### src/hw/eec_pkg.sv
// constants and types shared by the enable and execution control bank
package eec_pkg;

   // ------------------------------------------------------------------
   // register map
   // ------------------------------------------------------------------
   localparam logic [7:0] ADDR_CTRL = 8'h00;
   localparam logic [7:0] ADDR_PC_ONE = 8'h37;
   localparam logic [7:0] ADDR_PC_TWO = 8'h38;
   localparam logic [7:0] ADDR_PC_THREE = 8'h39;
   localparam logic [7:0] ADDR_PWM_FIRST = 8'h16;
   localparam logic [7:0] ADDR_PWM_LAST = 8'h1e;

   // ------------------------------------------------------------------
   // control register fields
   // ------------------------------------------------------------------
   localparam int EN_BIT = 6;
   localparam int FIELD_ONE_LSB = 4;
   localparam int FIELD_TWO_LSB = 2;
   localparam int FIELD_THREE_LSB = 0;
   localparam logic EN_RESET = 1'b0;
   localparam logic [1:0] FIELD_RESET = 2'h0;
   localparam logic [7:0] RDATA_RESET = 8'h00;

   // ------------------------------------------------------------------
   // engines
   // ------------------------------------------------------------------
   localparam int NUM_ENGINES = 3;
   localparam int PC_W = 7;
   localparam logic [PC_W-1:0] PC_RESET = 7'h00;
   localparam logic [PC_W-1:0] PC_STEP = 7'h01;
   localparam logic [1:0] MODE_RUN = 2'h2;

   typedef enum logic [1:0] {
      EXEC_HOLD = 2'h0,
      EXEC_STEP = 2'h1,
      EXEC_FREE = 2'h2,
      EXEC_ONCE = 2'h3
   } eec_exec_t;

   typedef enum logic {
      ENG_IDLE = 1'b0,
      ENG_BUSY = 1'b1
   } eec_eng_t;

   // ------------------------------------------------------------------
   // power-up sequencing
   // ------------------------------------------------------------------
   typedef enum logic [1:0] {
      PWR_STANDBY = 2'h0,
      PWR_START = 2'h1,
      PWR_NORMAL = 2'h3
   } eec_pwr_t;

   localparam int CLK_PERIOD_PS = 4000;
   localparam int STARTUP_NS = 1000;
   localparam int STARTUP_CYC =
      (STARTUP_NS * 1000 + CLK_PERIOD_PS - 1) / CLK_PERIOD_PS;
   localparam int STARTUP_W = 8;

endpackage

### src/hw/eec_ctrl.sv
// enable and engine execution control register with its gating
`timescale 1ns/1ps
// ---------------------------------------------------------------------
// Notes on behaviour
// - enable bit 6 resets to 0; while 0 the device stays in standby
// - standby blocks bits 5:0 here, pwm 16h-1eh and counters 37h-39h
// - setting enable runs a power-up sequence, then normal mode
// - three 2-bit run fields at 5:4, 3:2, 1:0, read/write, reset 00
// - host sets start address via counter registers 37h, 38h, 39h
// - field 00 lets the current instruction finish, then stops
// - a counter is accessible only while its engine field is 00
// - field 01 runs one instruction, counter plus one, field back to 00
// - field 10 runs continuously from the current counter
// - field 11 runs one instruction, counter unchanged, field to 00
// - fields act only while the engine mode is run program
// - counter wraps to zero past its upper limit
// ---------------------------------------------------------------------
module eec_ctrl (
   input wire logic mclk_i,
   input wire logic nrst_i,
   // register port from the serial interface
   input wire logic [7:0] reg_addr_i,
   input wire logic [7:0] reg_wdata_i,
   input wire logic reg_wr_i,
   input wire logic reg_rd_i,
   output logic [7:0] reg_rdata_o,
   output logic reg_rvalid_o,
   // accesses forwarded to the other register files
   output logic pass_wr_o,
   output logic pass_rd_o,
   output logic [7:0] pass_addr_o,
   output logic [7:0] pass_wdata_o,
   // operating modes from the mode register
   input wire logic [1:0] engine_one_operating_mode_i,
   input wire logic [1:0] engine_two_operating_mode_i,
   input wire logic [1:0] engine_three_operating_mode_i,
   // instruction completion from each engine core
   input wire logic instr_done_one_i,
   input wire logic instr_done_two_i,
   input wire logic instr_done_three_i,
   // execute requests to each engine core
   output logic exec_one_o,
   output logic exec_two_o,
   output logic exec_three_o,
   // program counters to each engine core
   output logic [eec_pkg::PC_W-1:0] program_counter_one_o,
   output logic [eec_pkg::PC_W-1:0] program_counter_two_o,
   output logic [eec_pkg::PC_W-1:0] program_counter_three_o,
   // power state
   output logic blocks_powered_o,
   output logic normal_mode_o,
   output logic standby_o
);
   import eec_pkg::*;

   // ------------------------------------------------------------------
   // state
   // ------------------------------------------------------------------
   logic chip_enable;
   logic [1:0] first_engine_run_field;
   logic [1:0] second_engine_run_field;
   logic [1:0] third_engine_run_field;

   logic [NUM_ENGINES-1:0][1:0] run_field;
   logic [NUM_ENGINES-1:0][1:0] op_mode;
   logic [NUM_ENGINES-1:0] done;
   logic [NUM_ENGINES-1:0] run_ok;
   logic [NUM_ENGINES-1:0] field_clr;
   logic [NUM_ENGINES-1:0] pc_wr;
   logic [NUM_ENGINES-1:0] pc_open;
   logic [NUM_ENGINES-1:0] exec;
   logic [NUM_ENGINES-1:0][PC_W-1:0] pc;

   // ------------------------------------------------------------------
   // address decode
   // ------------------------------------------------------------------
   logic hit_ctrl;
   logic hit_pwm;
   logic [NUM_ENGINES-1:0] hit_pc;
   logic hit_local;
   logic field_wr;
   logic [7:0] next_rdata;

   always_comb begin
      hit_ctrl = 1'b0;
      hit_pc = '0;
      hit_pwm = 1'b0;
      if (reg_addr_i == ADDR_CTRL) begin
         hit_ctrl = 1'b1;
      end else if (reg_addr_i == ADDR_PC_ONE) begin
         hit_pc[0] = 1'b1;
      end else if (reg_addr_i == ADDR_PC_TWO) begin
         hit_pc[1] = 1'b1;
      end else if (reg_addr_i == ADDR_PC_THREE) begin
         hit_pc[2] = 1'b1;
      end else if (reg_addr_i >= ADDR_PWM_FIRST &&
                   reg_addr_i <= ADDR_PWM_LAST) begin
         hit_pwm = 1'b1;
      end
   end

   assign hit_local = hit_ctrl || (hit_pc != '0);
   // run fields only take writes outside standby
   assign field_wr = reg_wr_i && hit_ctrl && chip_enable;

   // ------------------------------------------------------------------
   // enable bit
   // ------------------------------------------------------------------
   always_ff @(posedge mclk_i or negedge nrst_i) begin
      if (!nrst_i) begin
         chip_enable <= EN_RESET;
      end else if (reg_wr_i && hit_ctrl) begin
         chip_enable <= reg_wdata_i[EN_BIT];
      end
   end

   // ------------------------------------------------------------------
   // run fields; a host write wins over a self-clear
   // ------------------------------------------------------------------
   always_ff @(posedge mclk_i or negedge nrst_i) begin
      if (!nrst_i) begin
         first_engine_run_field <= FIELD_RESET;
      end else if (field_wr) begin
         first_engine_run_field <=
            reg_wdata_i[FIELD_ONE_LSB +: 2];
      end else if (field_clr[0]) begin
         first_engine_run_field <= EXEC_HOLD;
      end
   end

   always_ff @(posedge mclk_i or negedge nrst_i) begin
      if (!nrst_i) begin
         second_engine_run_field <= FIELD_RESET;
      end else if (field_wr) begin
         second_engine_run_field <=
            reg_wdata_i[FIELD_TWO_LSB +: 2];
      end else if (field_clr[1]) begin
         second_engine_run_field <= EXEC_HOLD;
      end
   end

   always_ff @(posedge mclk_i or negedge nrst_i) begin
      if (!nrst_i) begin
         third_engine_run_field <= FIELD_RESET;
      end else if (field_wr) begin
         third_engine_run_field <=
            reg_wdata_i[FIELD_THREE_LSB +: 2];
      end else if (field_clr[2]) begin
         third_engine_run_field <= EXEC_HOLD;
      end
   end

   assign run_field[0] = first_engine_run_field;
   assign run_field[1] = second_engine_run_field;
   assign run_field[2] = third_engine_run_field;
   assign op_mode[0] = engine_one_operating_mode_i;
   assign op_mode[1] = engine_two_operating_mode_i;
   assign op_mode[2] = engine_three_operating_mode_i;
   assign done[0] = instr_done_one_i;
   assign done[1] = instr_done_two_i;
   assign done[2] = instr_done_three_i;

   // ------------------------------------------------------------------
   // power-up sequencing
   // ------------------------------------------------------------------
   eec_startup u_startup (
      .mclk_i(mclk_i),
      .nrst_i(nrst_i),
      .enable_i(chip_enable),
      .powered_o(blocks_powered_o),
      .normal_o(normal_mode_o)
   );

   always_ff @(posedge mclk_i or negedge nrst_i) begin
      if (!nrst_i) begin
         standby_o <= 1'b1;
      end else begin
         standby_o <= !chip_enable;
      end
   end

   // ------------------------------------------------------------------
   // engines
   // ------------------------------------------------------------------
   generate
      for (genvar i = 0; i < NUM_ENGINES; i++) begin : g_eng
         // counter reachable only in hold and outside standby
         assign pc_open[i] = chip_enable &&
            (run_field[i] == EXEC_HOLD);
         assign pc_wr[i] = reg_wr_i && hit_pc[i] && pc_open[i];
         // fields govern only a running engine of a started device
         assign run_ok[i] = normal_mode_o &&
            (op_mode[i] == MODE_RUN);

         eec_engine u_engine (
            .mclk_i(mclk_i),
            .nrst_i(nrst_i),
            .run_ok_i(run_ok[i]),
            .field_i(run_field[i]),
            .done_i(done[i]),
            .pc_wr_i(pc_wr[i]),
            .pc_wdata_i(reg_wdata_i[PC_W-1:0]),
            .exec_o(exec[i]),
            .pc_o(pc[i]),
            .field_clr_o(field_clr[i])
         );
      end
   endgenerate

   assign exec_one_o = exec[0];
   assign exec_two_o = exec[1];
   assign exec_three_o = exec[2];
   assign program_counter_one_o = pc[0];
   assign program_counter_two_o = pc[1];
   assign program_counter_three_o = pc[2];

   // ------------------------------------------------------------------
   // read data
   // ------------------------------------------------------------------
   always_comb begin
      next_rdata = RDATA_RESET;
      if (hit_ctrl) begin
         next_rdata[EN_BIT] = chip_enable;
         if (chip_enable) begin
            next_rdata[FIELD_ONE_LSB +: 2] = first_engine_run_field;
            next_rdata[FIELD_TWO_LSB +: 2] = second_engine_run_field;
            next_rdata[FIELD_THREE_LSB +: 2] = third_engine_run_field;
         end
      end else begin
         for (int k = 0; k < NUM_ENGINES; k++) begin
            if (hit_pc[k] && pc_open[k]) begin
               next_rdata[PC_W-1:0] = pc[k];
            end
         end
      end
   end

   always_ff @(posedge mclk_i or negedge nrst_i) begin
      if (!nrst_i) begin
         reg_rdata_o <= RDATA_RESET;
         reg_rvalid_o <= 1'b0;
      end else begin
         reg_rvalid_o <= reg_rd_i && hit_local;
         if (reg_rd_i && hit_local) begin
            reg_rdata_o <= next_rdata;
         end
      end
   end

   // ------------------------------------------------------------------
   // forwarding; pwm registers are locked in standby
   // ------------------------------------------------------------------
   always_ff @(posedge mclk_i or negedge nrst_i) begin
      if (!nrst_i) begin
         pass_wr_o <= 1'b0;
         pass_rd_o <= 1'b0;
         pass_addr_o <= ADDR_CTRL;
         pass_wdata_o <= RDATA_RESET;
      end else begin
         pass_wr_o <= reg_wr_i && !hit_local &&
            !(hit_pwm && !chip_enable);
         pass_rd_o <= reg_rd_i && !hit_local &&
            !(hit_pwm && !chip_enable);
         pass_addr_o <= reg_addr_i;
         pass_wdata_o <= reg_wdata_i;
      end
   end

endmodule // eec_ctrl

### src/hw/eec_startup.sv
// power-up sequencer between standby and normal mode
`timescale 1ns/1ps
module eec_startup (
   input wire logic mclk_i,
   input wire logic nrst_i,
   input wire logic enable_i,
   output logic powered_o,
   output logic normal_o
);
   import eec_pkg::*;

   eec_pwr_t state;
   eec_pwr_t next_state;
   logic [STARTUP_W-1:0] cnt;
   logic cnt_done;

   assign cnt_done = (cnt == STARTUP_W'(STARTUP_CYC - 1));

   // ---------------------------------------------------------------
   // sequence
   // ---------------------------------------------------------------
   always_comb begin
      next_state = state;
      case (state)
         PWR_STANDBY: begin
            if (enable_i) begin
               next_state = PWR_START;
            end
         end
         PWR_START: begin
            if (!enable_i) begin
               next_state = PWR_STANDBY;
            end else if (cnt_done) begin
               next_state = PWR_NORMAL;
            end
         end
         PWR_NORMAL: begin
            if (!enable_i) begin
               next_state = PWR_STANDBY;
            end
         end
         default: begin
            next_state = PWR_STANDBY;
         end
      endcase
   end

   always_ff @(posedge mclk_i or negedge nrst_i) begin
      if (!nrst_i) begin
         state <= PWR_STANDBY;
         powered_o <= 1'b0;
         normal_o <= 1'b0;
      end else begin
         state <= next_state;
         powered_o <= (next_state != PWR_STANDBY);
         normal_o <= (next_state == PWR_NORMAL);
      end
   end

   always_ff @(posedge mclk_i or negedge nrst_i) begin
      if (!nrst_i) begin
         cnt <= '0;
      end else if (state == PWR_START && !cnt_done) begin
         cnt <= cnt + STARTUP_W'(1);
      end else if (state != PWR_START) begin
         cnt <= '0;
      end
   end

endmodule // eec_startup

### src/hw/eec_engine.sv
// per-engine execution sequencer and program counter
`timescale 1ns/1ps
module eec_engine (
   input wire logic mclk_i,
   input wire logic nrst_i,
   input wire logic run_ok_i,
   input wire logic [1:0] field_i,
   input wire logic done_i,
   input wire logic pc_wr_i,
   input wire logic [eec_pkg::PC_W-1:0] pc_wdata_i,
   output logic exec_o,
   output logic [eec_pkg::PC_W-1:0] pc_o,
   output logic field_clr_o
);
   import eec_pkg::*;

   eec_eng_t state;
   eec_exec_t kind;
   logic start;
   logic finish;

   // new instruction only from idle, in a running mode
   assign start = (state == ENG_IDLE) && run_ok_i &&
      (field_i != EXEC_HOLD);
   assign finish = (state == ENG_BUSY) && done_i;
   // single-shot kinds drop back to hold when done
   assign field_clr_o = finish &&
      (kind == EXEC_STEP || kind == EXEC_ONCE);

   // ---------------------------------------------------------------
   // sequencer
   // ---------------------------------------------------------------
   always_ff @(posedge mclk_i or negedge nrst_i) begin
      if (!nrst_i) begin
         state <= ENG_IDLE;
         kind <= EXEC_HOLD;
         exec_o <= 1'b0;
      end else begin
         case (state)
            ENG_IDLE: begin
               if (start) begin
                  state <= ENG_BUSY;
                  kind <= eec_exec_t'(field_i);
                  exec_o <= 1'b1;
               end
            end
            ENG_BUSY: begin
               // current instruction always completes
               if (done_i) begin
                  state <= ENG_IDLE;
                  exec_o <= 1'b0;
               end
            end
            default: begin
               state <= ENG_IDLE;
               exec_o <= 1'b0;
            end
         endcase
      end
   end

   // ---------------------------------------------------------------
   // program counter
   // ---------------------------------------------------------------
   always_ff @(posedge mclk_i or negedge nrst_i) begin
      if (!nrst_i) begin
         pc_o <= PC_RESET;
      end else if (pc_wr_i) begin
         pc_o <= pc_wdata_i;
      end else if (finish && kind != EXEC_ONCE) begin
         // wraps to zero past the top address
         pc_o <= pc_o + PC_STEP;
      end
   end

endmodule // eec_engine

### config.mk
export PLATFORM = sky130hd
export DESIGN_NAME = eec_ctrl
export DESIGN_NICKNAME = d
export VERILOG_FILES = /design/src/hw/eec_pkg.sv /design/src/hw/eec_ctrl.sv /design/src/hw/eec_startup.sv /design/src/hw/eec_engine.sv
export SDC_FILE = /design/constraint.sdc
export NUM_CORES = 1
export LEC_CHECK = 0
export ABC_AREA = 1
export BUFFER_PORTS_ARGS = -buffer_cell sky130_fd_sc_hd__buf_4
export CAP_MARGIN = 20
export CORE_MARGIN = 2
export CORE_UTILIZATION = 51
export CTS_BUF_LIST = sky130_fd_sc_hd__clkbuf_4 sky130_fd_sc_hd__clkbuf_8
export CTS_CLUSTER_SIZE = 12
export DETAILED_ROUTE_END_ITERATION = 10
export GPL_ROUTABILITY_DRIVEN = 1
export MAX_ROUTING_LAYER = met4
export PLACE_DENSITY = 0.85
export SETUP_SLACK_MARGIN = 0.3
export SLEW_MARGIN = 20
export SYNTH_ARGS = -nofsm -noshare
export SYNTH_HDL_FRONTEND = slang
export SYNTH_SLANG_ARGS = --single-unit
### constraint.sdc
create_clock -name mclk_i -period 1.31 [get_ports mclk_i]
set_input_delay 0.3275 -clock mclk_i [delete_from_list [all_inputs] [get_ports mclk_i]]
set_output_delay 0.3275 -clock mclk_i [all_outputs]
set_load 0.05 [all_outputs]
==> key figures, run 1 <==
Synthesis
  • Synth Area in Simple Gates: 0.310
  • Synthesized area: ~0.0038 sq mm
  • Adder-Cell Fraction of Synth Area: 0.0165
  • Yosys reg bits: slightly below 80
  • Cells after Synth: ~440
  • Top cell type's share of synthesized area: 0.514
  • Post-Syn Nets: 477
  • Avg Cell Area, Syn: 8.57 sq um
  • Yosys cell types: 33
  • Yosys warning count: 0
  • Complex-gate fraction of the synthesized area: 0.0649
  • Xor/xnor share of the synthesized area: 0.0346
  • Mux contribution to synthesized area: 0
  • Dominant cells by area after synthesis: dfrtp_1 (51%), nand2_1 (10%), nand3_1 (9.0%), inv_1 (4.1%), nor2_1 (3.7%)
  • Post-synthesis sequential area ratio: 0.521
  • Post-synth top area cell: dfrtp_1
  • Largest family of logic cells by synthesized area: simple AND/OR/NAND/NOR gates

Outcome
  • Status: stopped before the end
  • Last stage: 5_1_grt
  • Stop err: [ERROR GRT-0232] Routing congestion too high. Check the congestion heatmap in the GUI.

Global route
  • Total track usage: 0.777
  • Global route overflow: 70
  • Largest net degree at the start of global routing: 39
  • Initial antenna violation count: 4

Placement
  • Instance area after placement: 0.00505 sq mm
  • GPL Wtd Cong: between 0.9 and 1
  • I/O Buffers: 81
  • Detail Placement HPWL: 7.57 mm
  • Placed cells: around 660

CTS
  • CTS H-Tree Depth: 3
  • Clock buffer count from CTS: 9
  • Clock Path Buffers: 2
  • Root buf cell: clkbuf_8
  • Sink Count: 79

Die
  • Row count: 31
  • Die width: about 90 um
  • Starting Density: 0.526
  • Height of the die: approximately 90 um
  • Ports: 83

STA
  • Crit. endpoint post-GRT repair: g_eng[1].u_engine.pc_o[4]$_DFFE_PN0P_/D
  • Worst-path end type: register input
layer usage:
layer,GRT overflow,global-route usage
met1,1,0.784
met5,-,-
met4,27,0.841
met3,0,0.492
met2,42,0.951
timing repair:
| action | in CTS |
|---|---|
| hold endpoints to repair | 6 |
| resized for setup | 192 |
| cloned | 2 |
| pin swaps | 74 |
| buffers inserted | 51 |
| hold buffers | 1 |
| endpoints found under the setup margin | 108 |
cells by family after synthesis:
group,Yosys count
buf+inv,49
fa+ha+maj,5
compound gates,45
flops,79
other cells,1
simple gates,249
xor+xnor,15
stage by stage:
stage                     hold slack [ns]  setup WS, ns   util
after floorplan                    0.0319       -0.0750      -
after global placement              0.163        -0.149  0.700
after detailed placement            0.164        -0.205  0.700
after CTS                          0.0658       -0.0621  0.886
synth_stat cells, drive strengths merged:
cell type / instances
a21oi: 9
nor3b: 2
nor2: 46
dfstp: 1
nand3b: 2
xor2: 11
o2111ai: 1
o211ai: 7
clkinv: 1
dfrtp: 78
nand3: 71
nor3: 9
o21ai: 28
conb: 1
buf: 3
clkbuf: 1
nand4: 9
xnor2: 4
nand2: 108
ha: 5
inv: 44
or2: 2
==> run 2: changes to the inputs <==
--- a/config.mk
+++ b/config.mk
@@ -9,14 +9,10 @@
 export BUFFER_PORTS_ARGS = -buffer_cell sky130_fd_sc_hd__buf_4
 export CAP_MARGIN = 20
 export CORE_MARGIN = 2
-export CORE_UTILIZATION = 51
-export CTS_BUF_LIST = sky130_fd_sc_hd__clkbuf_4 sky130_fd_sc_hd__clkbuf_8
-export CTS_CLUSTER_SIZE = 12
+export CORE_UTILIZATION = 40
 export DETAILED_ROUTE_END_ITERATION = 10
 export GPL_ROUTABILITY_DRIVEN = 1
-export MAX_ROUTING_LAYER = met4
-export PLACE_DENSITY = 0.85
-export SETUP_SLACK_MARGIN = 0.3
+export PLACE_DENSITY_LB_ADDON = 0.15
 export SLEW_MARGIN = 20
 export SYNTH_ARGS = -nofsm -noshare
 export SYNTH_HDL_FRONTEND = slang
==> constraint.sdc (replaced) <==
create_clock -name mclk_i -period 1.7 [get_ports mclk_i]
set_input_delay 0.425 -clock mclk_i [delete_from_list [all_inputs] [get_ports mclk_i]]
set_output_delay 0.425 -clock mclk_i [all_outputs]
set_load 0.05 [all_outputs]
==> key figures, run 2 <==
Synthesis
  • Asr flop ratio synth: 1.00 (unchanged)
  • Yosys reg bits: 79 (unchanged)
  • Prevailing post-synth register cell: dfrtp_1
  • EDFF count, synth: 0 (unchanged)
  • Synthesized area: 0.00380 sq mm (unchanged)
  • Yosys cell types: 33 (unchanged)
  • Post-synthesis sequential area ratio: 0.521 (unchanged)
  • Xor/xnor share of the synthesized area: 0.0346 (unchanged)
  • Yosys warning count: 0 (unchanged)
  • Largest family of logic cells by synthesized area: simple AND/OR/NAND/NOR gates
  • Synth Area in Simple Gates: 0.310 (unchanged)
  • Mux contribution to synthesized area: 0 (unchanged)
  • Top cell type's share of synthesized area: 0.514 (unchanged)
  • Post-Syn Nets: 477 (unchanged)
  • Post-synth top cells: nand2_1 (103), dfrtp_1 (78), nand3_1 (68)
  • Dominant cells by area after synthesis: dfrtp_1 (51%), nand2_1 (10%), nand3_1 (9.0%), inv_1 (4.1%), nor2_1 (3.7%)
  • Post-synth top area cell: dfrtp_1
  • Avg Cell Area, Syn: 8.57 sq um (unchanged)
  • Cells after Synth: 443 (unchanged)
  • Adder-Cell Fraction of Synth Area: 0.0165 (unchanged)
  • Complex-gate fraction of the synthesized area: 0.0649 (unchanged)
  • Count leader, synth: nand2_1

Detailed routing
  • Drt wl/cell: 14.0 um
  • DR iter-0 viols: approximately 150
  • DRC: 0
  • Via density: 4.90
  • Routed wire length: around 9.6 mm
  • Via count: roughly 3.3k
  • Drt pass-1 iters: 6
  • ANT nets after route: 0

Critical path
  • CP required: ~1.3 ns
  • CP endpoint kind: output pin
  • CP Max Fanout: 7
  • Data arrival, critical path: 1.10 ns
  • Number of buffer and inverter stages on the critical path: 1
  • Worst-path cell chain: buf_4
  • CP max stage cell: dfrtp_1
  • CP delay by family, top: flip-flops
  • Kind of critical path: reg2out
  • Crit path launch type: register
  • Max incr delay on CP: ~0.5 ns

Power
  • PD cells: about 900 mW/mm^2
  • Sw frac: 0.342
  • P_int: just under 3 mW
  • Pleak: about 2.5 nW
  • Sequential power share: 0.502
  • Clock power frac: 0.270
  • Net Sw Power: 1.52 mW
  • Total power: around 4.4 mW
  • Max IR drop VDD: 0.390 mV
  • Combinational share of power: 0.228

Placement
  • Detail Placement HPWL: 7.39 mm (-2.4%)
  • Placed cells: 666 (+1.4%)
  • I/O Buffers: 81 (unchanged)
  • Place WS: -0.0859 ns (+0.119 ns)
  • GPL Wtd Cong: 0.902 (-4.2%)
  • Instance area after placement: 0.00468 sq mm (-7.4%)

Cells and area
  • Final Util: 0.525
  • Post-Layout Inst Area: approximately 0.0048 sq mm
  • Most common cell after layout, fill and taps aside: nand2_1
  • Layout Area Growth over Synthesis: 27.6%
  • Top reg by flops: g_eng.u_engine.pc_o
  • Ratio of cells with drive above 1 in the final layout: 0.247
  • Fin nets: around 580
  • Commonest non-fill, non-tap cells in the layout: nand2_1 (103), buf_4 (97), dfrtp_1 (78)
  • Fill cells: approximately 870
  • Max reg flops: 21
  • Final Non-Filler Cells: 683
  • ANT cells: 0

STA
  • Final setup viols: 0
  • Fin crit period: between 1.5 and 2 ns
  • Fin. Hold Viols: 0
  • Clock Skew: roughly 0.009 ns
  • Final WS setup: roughly 0.18 ns
  • Min Hold Slack: 0.179 ns
  • Slew Viols, Final: 0
  • Final period utilization: 0.896
  • RSZ-0062 raised after global routing: no
  • Fmax: between 600 and 700 MHz
  • Setup TNS: 0 ns

Die
  • Height of the die: 101 um (+12%)
  • Row count: 35 (+13%)
  • Starting Density: 0.411 (-0.115)
  • Core area: about 0.009 sq mm
  • Die width: 101 um (+12%)
  • Ports: 83 (unchanged)
  • DIE AREA: roughly 0.01 sq mm

CTS
  • Latest clock arrival within the worst-skew pair: 0.35 ns
  • Root buf cell: clkbuf_8
  • Clock slew at reported path FFs: roughly 0.08 ns
  • CTS tree: built
  • Clock buffer count from CTS: 9 (unchanged)
  • Clock Path Buffers: 2 (unchanged)
  • CTS resizes: 0 (-100%)
  • Sink Count: 79 (unchanged)
  • CTS H-Tree Depth: 3 (unchanged)

Run
  • Max-cap check violation count: 0

Global route
  • Global route overflow: 0
  • Largest net degree at the start of global routing: 36
  • Initial antenna violation count: 0
  • First-pass GRT wire length: between 15 and 20 mm
  • Vias in the first global route: roughly 3.2k
  • Total track usage: 0.199

Outcome
  • Status: completed

Min path
  • Hold Crit Class: in2reg
-- run 2: cell counts after synthesis --
Identical to the previous run, type by type.
-- run 2: final timing paths --
path,startpoint,endpoint,slack [ns],cells after the start
worst max register to register,chip_enable$_DFFE_PN0P_,g_eng[2].u_engine.pc_o[2]$_DFFE_PN0P_,0.19,7
worst min register to register,reg_rdata_o[1]$_DFFE_PN0P_,reg_rdata_o[1]$_DFFE_PN0P_,0.49,2
worst max-delay path,g_eng[1].u_engine.pc_o[3]$_DFFE_PN0P_,program_counter_two_o[3],0.18,1
min in group asynchronous,nrst_i,u_startup.state[0]$_DFF_PN0_,0.53,2
worst min-delay path,reg_wdata_i[7],pass_wdata_o[7]$_DFF_PN0_,0.18,1
max in group asynchronous,nrst_i,g_eng[2].u_engine.pc_o[0]$_DFFE_PN0P_,0.66,3
-- run 2: logic make-up after synthesis --
| logic type | count (synthesis) |
|---|---|
| AND/OR/NAND/NOR | 249 |
| other | 1 |
| XOR/XNOR | 15 |
| adder cells (fa/ha/maj) | 5 |
| buffers and inverters | 49 |
| AO/OA/AOI/OAI | 45 |
| flip-flops | 79 |
-- run 2: cell type report --
| cell class | instances | area, sq um | share of cell area |
|---|---|---|---|
| clock inverter | 4 | 22.5 | 0.00465 |
| timing repair buffer | 99 | 758 | 0.156 |
| clock buffer | 12 | 135 | 0.0279 |
| inverter | 45 | 170 | 0.0351 |
| sequential | 79 | 1980 | 0.408 |
| tap | 129 | 161 | 0.0333 |
| multi-input combinational | 315 | 1620 | 0.335 |
-- run 2: power by group through the flow --
| stage | clock [mW] | combinational (mW) | sequential [mW] |
|---|---|---|---|
| after global placement | 0 | 0.996 | 2.25 |
| after CTS | 1.24 | 1.02 | 2.22 |
| after detailed placement | 0 | 1.01 | 2.26 |
| after global routing | 1.32 | 1.10 | 2.25 |
| final | 1.20 | 1.01 | 2.22 |
| after floorplan | 0 | 0.334 | 2.53 |
-- run 2: repair_timing --
item                       4_1_cts  5_1_grt
setup endpoints to repair        0        0
hold endpoints to repair        22        0
setup buffers                    0        0
hold buffers                     1        0
-- run 2: layer usage --
| layer | vias to the layer above | part of all wire | track usage |
|---|---|---|---|
| li1 | 1673 | - | - |
| met3 | 10 | 0.046 | 0.0297 |
| met5 | - | 0 | 0 |
| met1 | 1574 | 0.47 | 0.273 |
| met4 | 0 | 0.014 | 0.0790 |
| met2 | 88 | 0.47 | 0.317 |
Note: power is estimated with default switching activity, not from simulation.
==> run 3: changes to the inputs <==
--- a/config.mk
+++ b/config.mk
@@ -8,6 +8,8 @@
 export ABC_AREA = 1
 export BUFFER_PORTS_ARGS = -buffer_cell sky130_fd_sc_hd__buf_4
 export CAP_MARGIN = 20
+export CELL_PAD_IN_SITES_DETAIL_PLACEMENT = 1
+export CELL_PAD_IN_SITES_GLOBAL_PLACEMENT = 1
 export CORE_MARGIN = 2
 export CORE_UTILIZATION = 40
 export DETAILED_ROUTE_END_ITERATION = 10
==> key figures, run 3 (synthesis gave the netlist of run 2 again) <==
Placement
  • Detail Placement HPWL: 8.82 mm (+19%)
  • I/O Buffers: 81 (unchanged)
  • Instance area after placement: 0.00472 sq mm (+0.91%)
  • Place WS: -0.144 ns (-0.0577 ns)
  • GPL Wtd Cong: 0.834 (-7.6%)

Critical path
  • CP required: 1.95 ns (+0.68 ns)
  • CP dominant cell by count: nand2_1
  • Data arrival, critical path: 1.83 ns (+0.73 ns)
  • Kind of critical path: reg2reg
  • Number of buffer and inverter stages on the critical path: 0 (-1)
  • CP delay by family, top: simple AND/OR/NAND/NOR gates
  • CP max stage cell: dfrtp_1
  • Max incr delay on CP: 0.48 ns (-0.02 ns)
  • CP endpoint kind: register
  • Levels on crit path: 8 (+7)
  • Worst R2R Path Depth: 8 (+1)
  • Worst-path cell chain: ha_1 -> nand3_1 -> nor2_1 -> nand2_1 -> nand2_1 -> nand3_1 -> nand2_1 -> o21ai_1
  • CP Max Fanout: 5 (-2)
  • Crit path launch type: register

CTS
  • Root buf cell: clkbuf_8
  • Clock slew at reported path FFs: 0.09 ns (about the same)
  • Clock Path Buffers: 2 (unchanged)
  • Sink Count: 79 (unchanged)
  • CTS H-Tree Depth: 3 (unchanged)
  • Latest clock arrival within the worst-skew pair: 0.36 ns (about the same)
  • Clock buffer count from CTS: 9 (unchanged)
  • Setup bufs post-CTS: 0 (unchanged)
  • CTS tree: built

Global route
  • Total track usage: 0.242 (+0.0430)
  • First-pass GRT wire length: 19.0 mm (+21%)
  • Initial antenna violation count: 0 (unchanged)
  • Global route overflow: 0 (unchanged)
  • Vias in the first global route: 3731 (+17%)
  • Largest net degree at the start of global routing: 31 (-14%)

STA
  • Clock Skew: 0.0104 ns (+0.00165 ns)
  • Final WS setup: 0.118 ns (-0.0597 ns)
  • Fin crit period: 1.58 ns (+0.0597 ns)
  • Fmax: 632 MHz (-3.8%)
  • Slew Viols, Final: 0 (unchanged)
  • Final period utilization: 0.931 (+0.0351)
  • RSZ-0062 raised after global routing: no
  • Final setup viols: 0 (unchanged)
  • Min Hold Slack: 0.165 ns (-0.0141 ns)
  • Fin. Hold Viols: 0 (unchanged)

Min path
  • Hold Crit Depth: 1 (unchanged)
  • Hold Crit Class: in2reg

Detailed routing
  • Drt wl/cell: 16.8 um (+20%)
  • DRC: 0 (unchanged)
  • Routed wire length: 11.6 mm (+21%)
  • DR iter-0 viols: 169 (+13%)
  • Drt pass-1 iters: 4 (-2)
  • Via count: 3514 (+5.1%)
  • Via density: 5.11 (+4.4%)
  • ANT nets after route: 0 (unchanged)

Die
  • DIE AREA: 0.0103 sq mm (unchanged)
  • Row count: 35 (unchanged)
  • Ports: 83 (unchanged)
  • Die width: 101 um (unchanged)
  • Core area: 0.00924 sq mm (unchanged)
  • Starting Density: 0.411 (unchanged)
  • Height of the die: 101 um (unchanged)

Cells and area
  • Commonest non-fill, non-tap cells in the layout: nand2_1 (103), buf_4 (100), dfrtp_1 (78)
  • Top reg by flops: g_eng.u_engine.pc_o
  • Final Util: 0.535 (+0.0103)
  • Max reg flops: 21 (unchanged)
  • Post-Layout Inst Area: 0.00494 sq mm (+2.0%)
  • Fill cells: 1113 (+28%)
  • ANT cells: 0 (unchanged)
  • Fin nets: 587 (+0.69%)
  • Ratio of cells with drive above 1 in the final layout: 0.260 (+0.0126)
  • Layout Area Growth over Synthesis: 30.1%
  • Most common cell after layout, fill and taps aside: nand2_1

Outcome
  • Status: completed

Power
  • PD cells: 960 mW/mm^2 (+5.0%)
  • Pleak: 2.54 nW (+1.8%)
  • Max IR drop VDD: 0.420 mV (+7.6%)

Run
  • Max-cap check violation count: 0 (unchanged)
## run 3: cell types whose count changed in the layout (fill, tap and decap cells not counted), sizes merged
cell    before  now
buf         98  102
bufinv       0    1
clkbuf      12   10
inv         44   45
## run 3: timing repair
item                                   CTS  global route
resized for setup                        0             1
hold buffers                             1             0
endpoints found under the hold margin   19             0
setup endpoints to repair                0             1
## run 3: worst paths after layout
kind | from | endpoint | slack (ns)
min | reg_wdata_i[7] | pass_wdata_o[7]$_DFF_PN0_ | 0.16
max | g_eng[1].u_engine.pc_o[1]$_DFFE_PN0P_ | g_eng[1].u_engine.pc_o[6]$_DFFE_PN0P_ | 0.12
max reg2reg | g_eng[1].u_engine.pc_o[1]$_DFFE_PN0P_ | g_eng[1].u_engine.pc_o[6]$_DFFE_PN0P_ | 0.12
max in group asynchronous | nrst_i | g_eng[1].u_engine.pc_o[2]$_DFFE_PN0P_ | 0.73
min reg2reg | reg_rdata_o[2]$_DFFE_PN0P_ | reg_rdata_o[2]$_DFFE_PN0P_ | 0.49
min in group asynchronous | nrst_i | g_eng[0].u_engine.kind[1]$_DFFE_PN0P_ | 0.50
## run 3: cell type report
class	count	area (sq um)	share of cell area
sequential	79	1980	0.400
multi-input combinational	315	1630	0.329
timing repair buffer	103	801	0.162
inverter	45	170	0.0344
tap	129	161	0.0327
clock buffer	10	138	0.0278
clock inverter	6	68.8	0.0139
## run 3: layer usage
layer,vias up,track usage,routed length (um)
li1,1673,-,-
met1,1745,0.313,5240
met2,82,0.419,5690
met3,14,0.0414,450
met4,0,0.0665,179
met5,-,0,0
## run 3: per-stage QoR
step                      std cells  power [mW]  setup TNS [ns]
after floorplan                 443        2.87               0
after global placement          670        3.26          -0.538
after detailed placement        670        3.31           -1.91
after CTS                       687        4.79               0
after global routing            687        4.97               0
final                           687        4.75               0
## run 3: worst register-to-register path: stages (launching register included)
cell and delay [ns]:
dfrtp_1 0.48, ha_1 0.31, nand3_1 0.15, nor2_1 0.20, nand2_1 0.07, nand2_1 0.06, nand3_1 0.09, nand2_1 0.07
o21ai_1 0.05
## run 3: power by group
| group | switching [mW] | internal (mW) | total, mW |
|---|---|---|---|
| clock network | 0.743 | 0.726 | 1.47 |
| logic | 0.692 | 0.345 | 1.04 |
| registers | 0.187 | 2.05 | 2.24 |
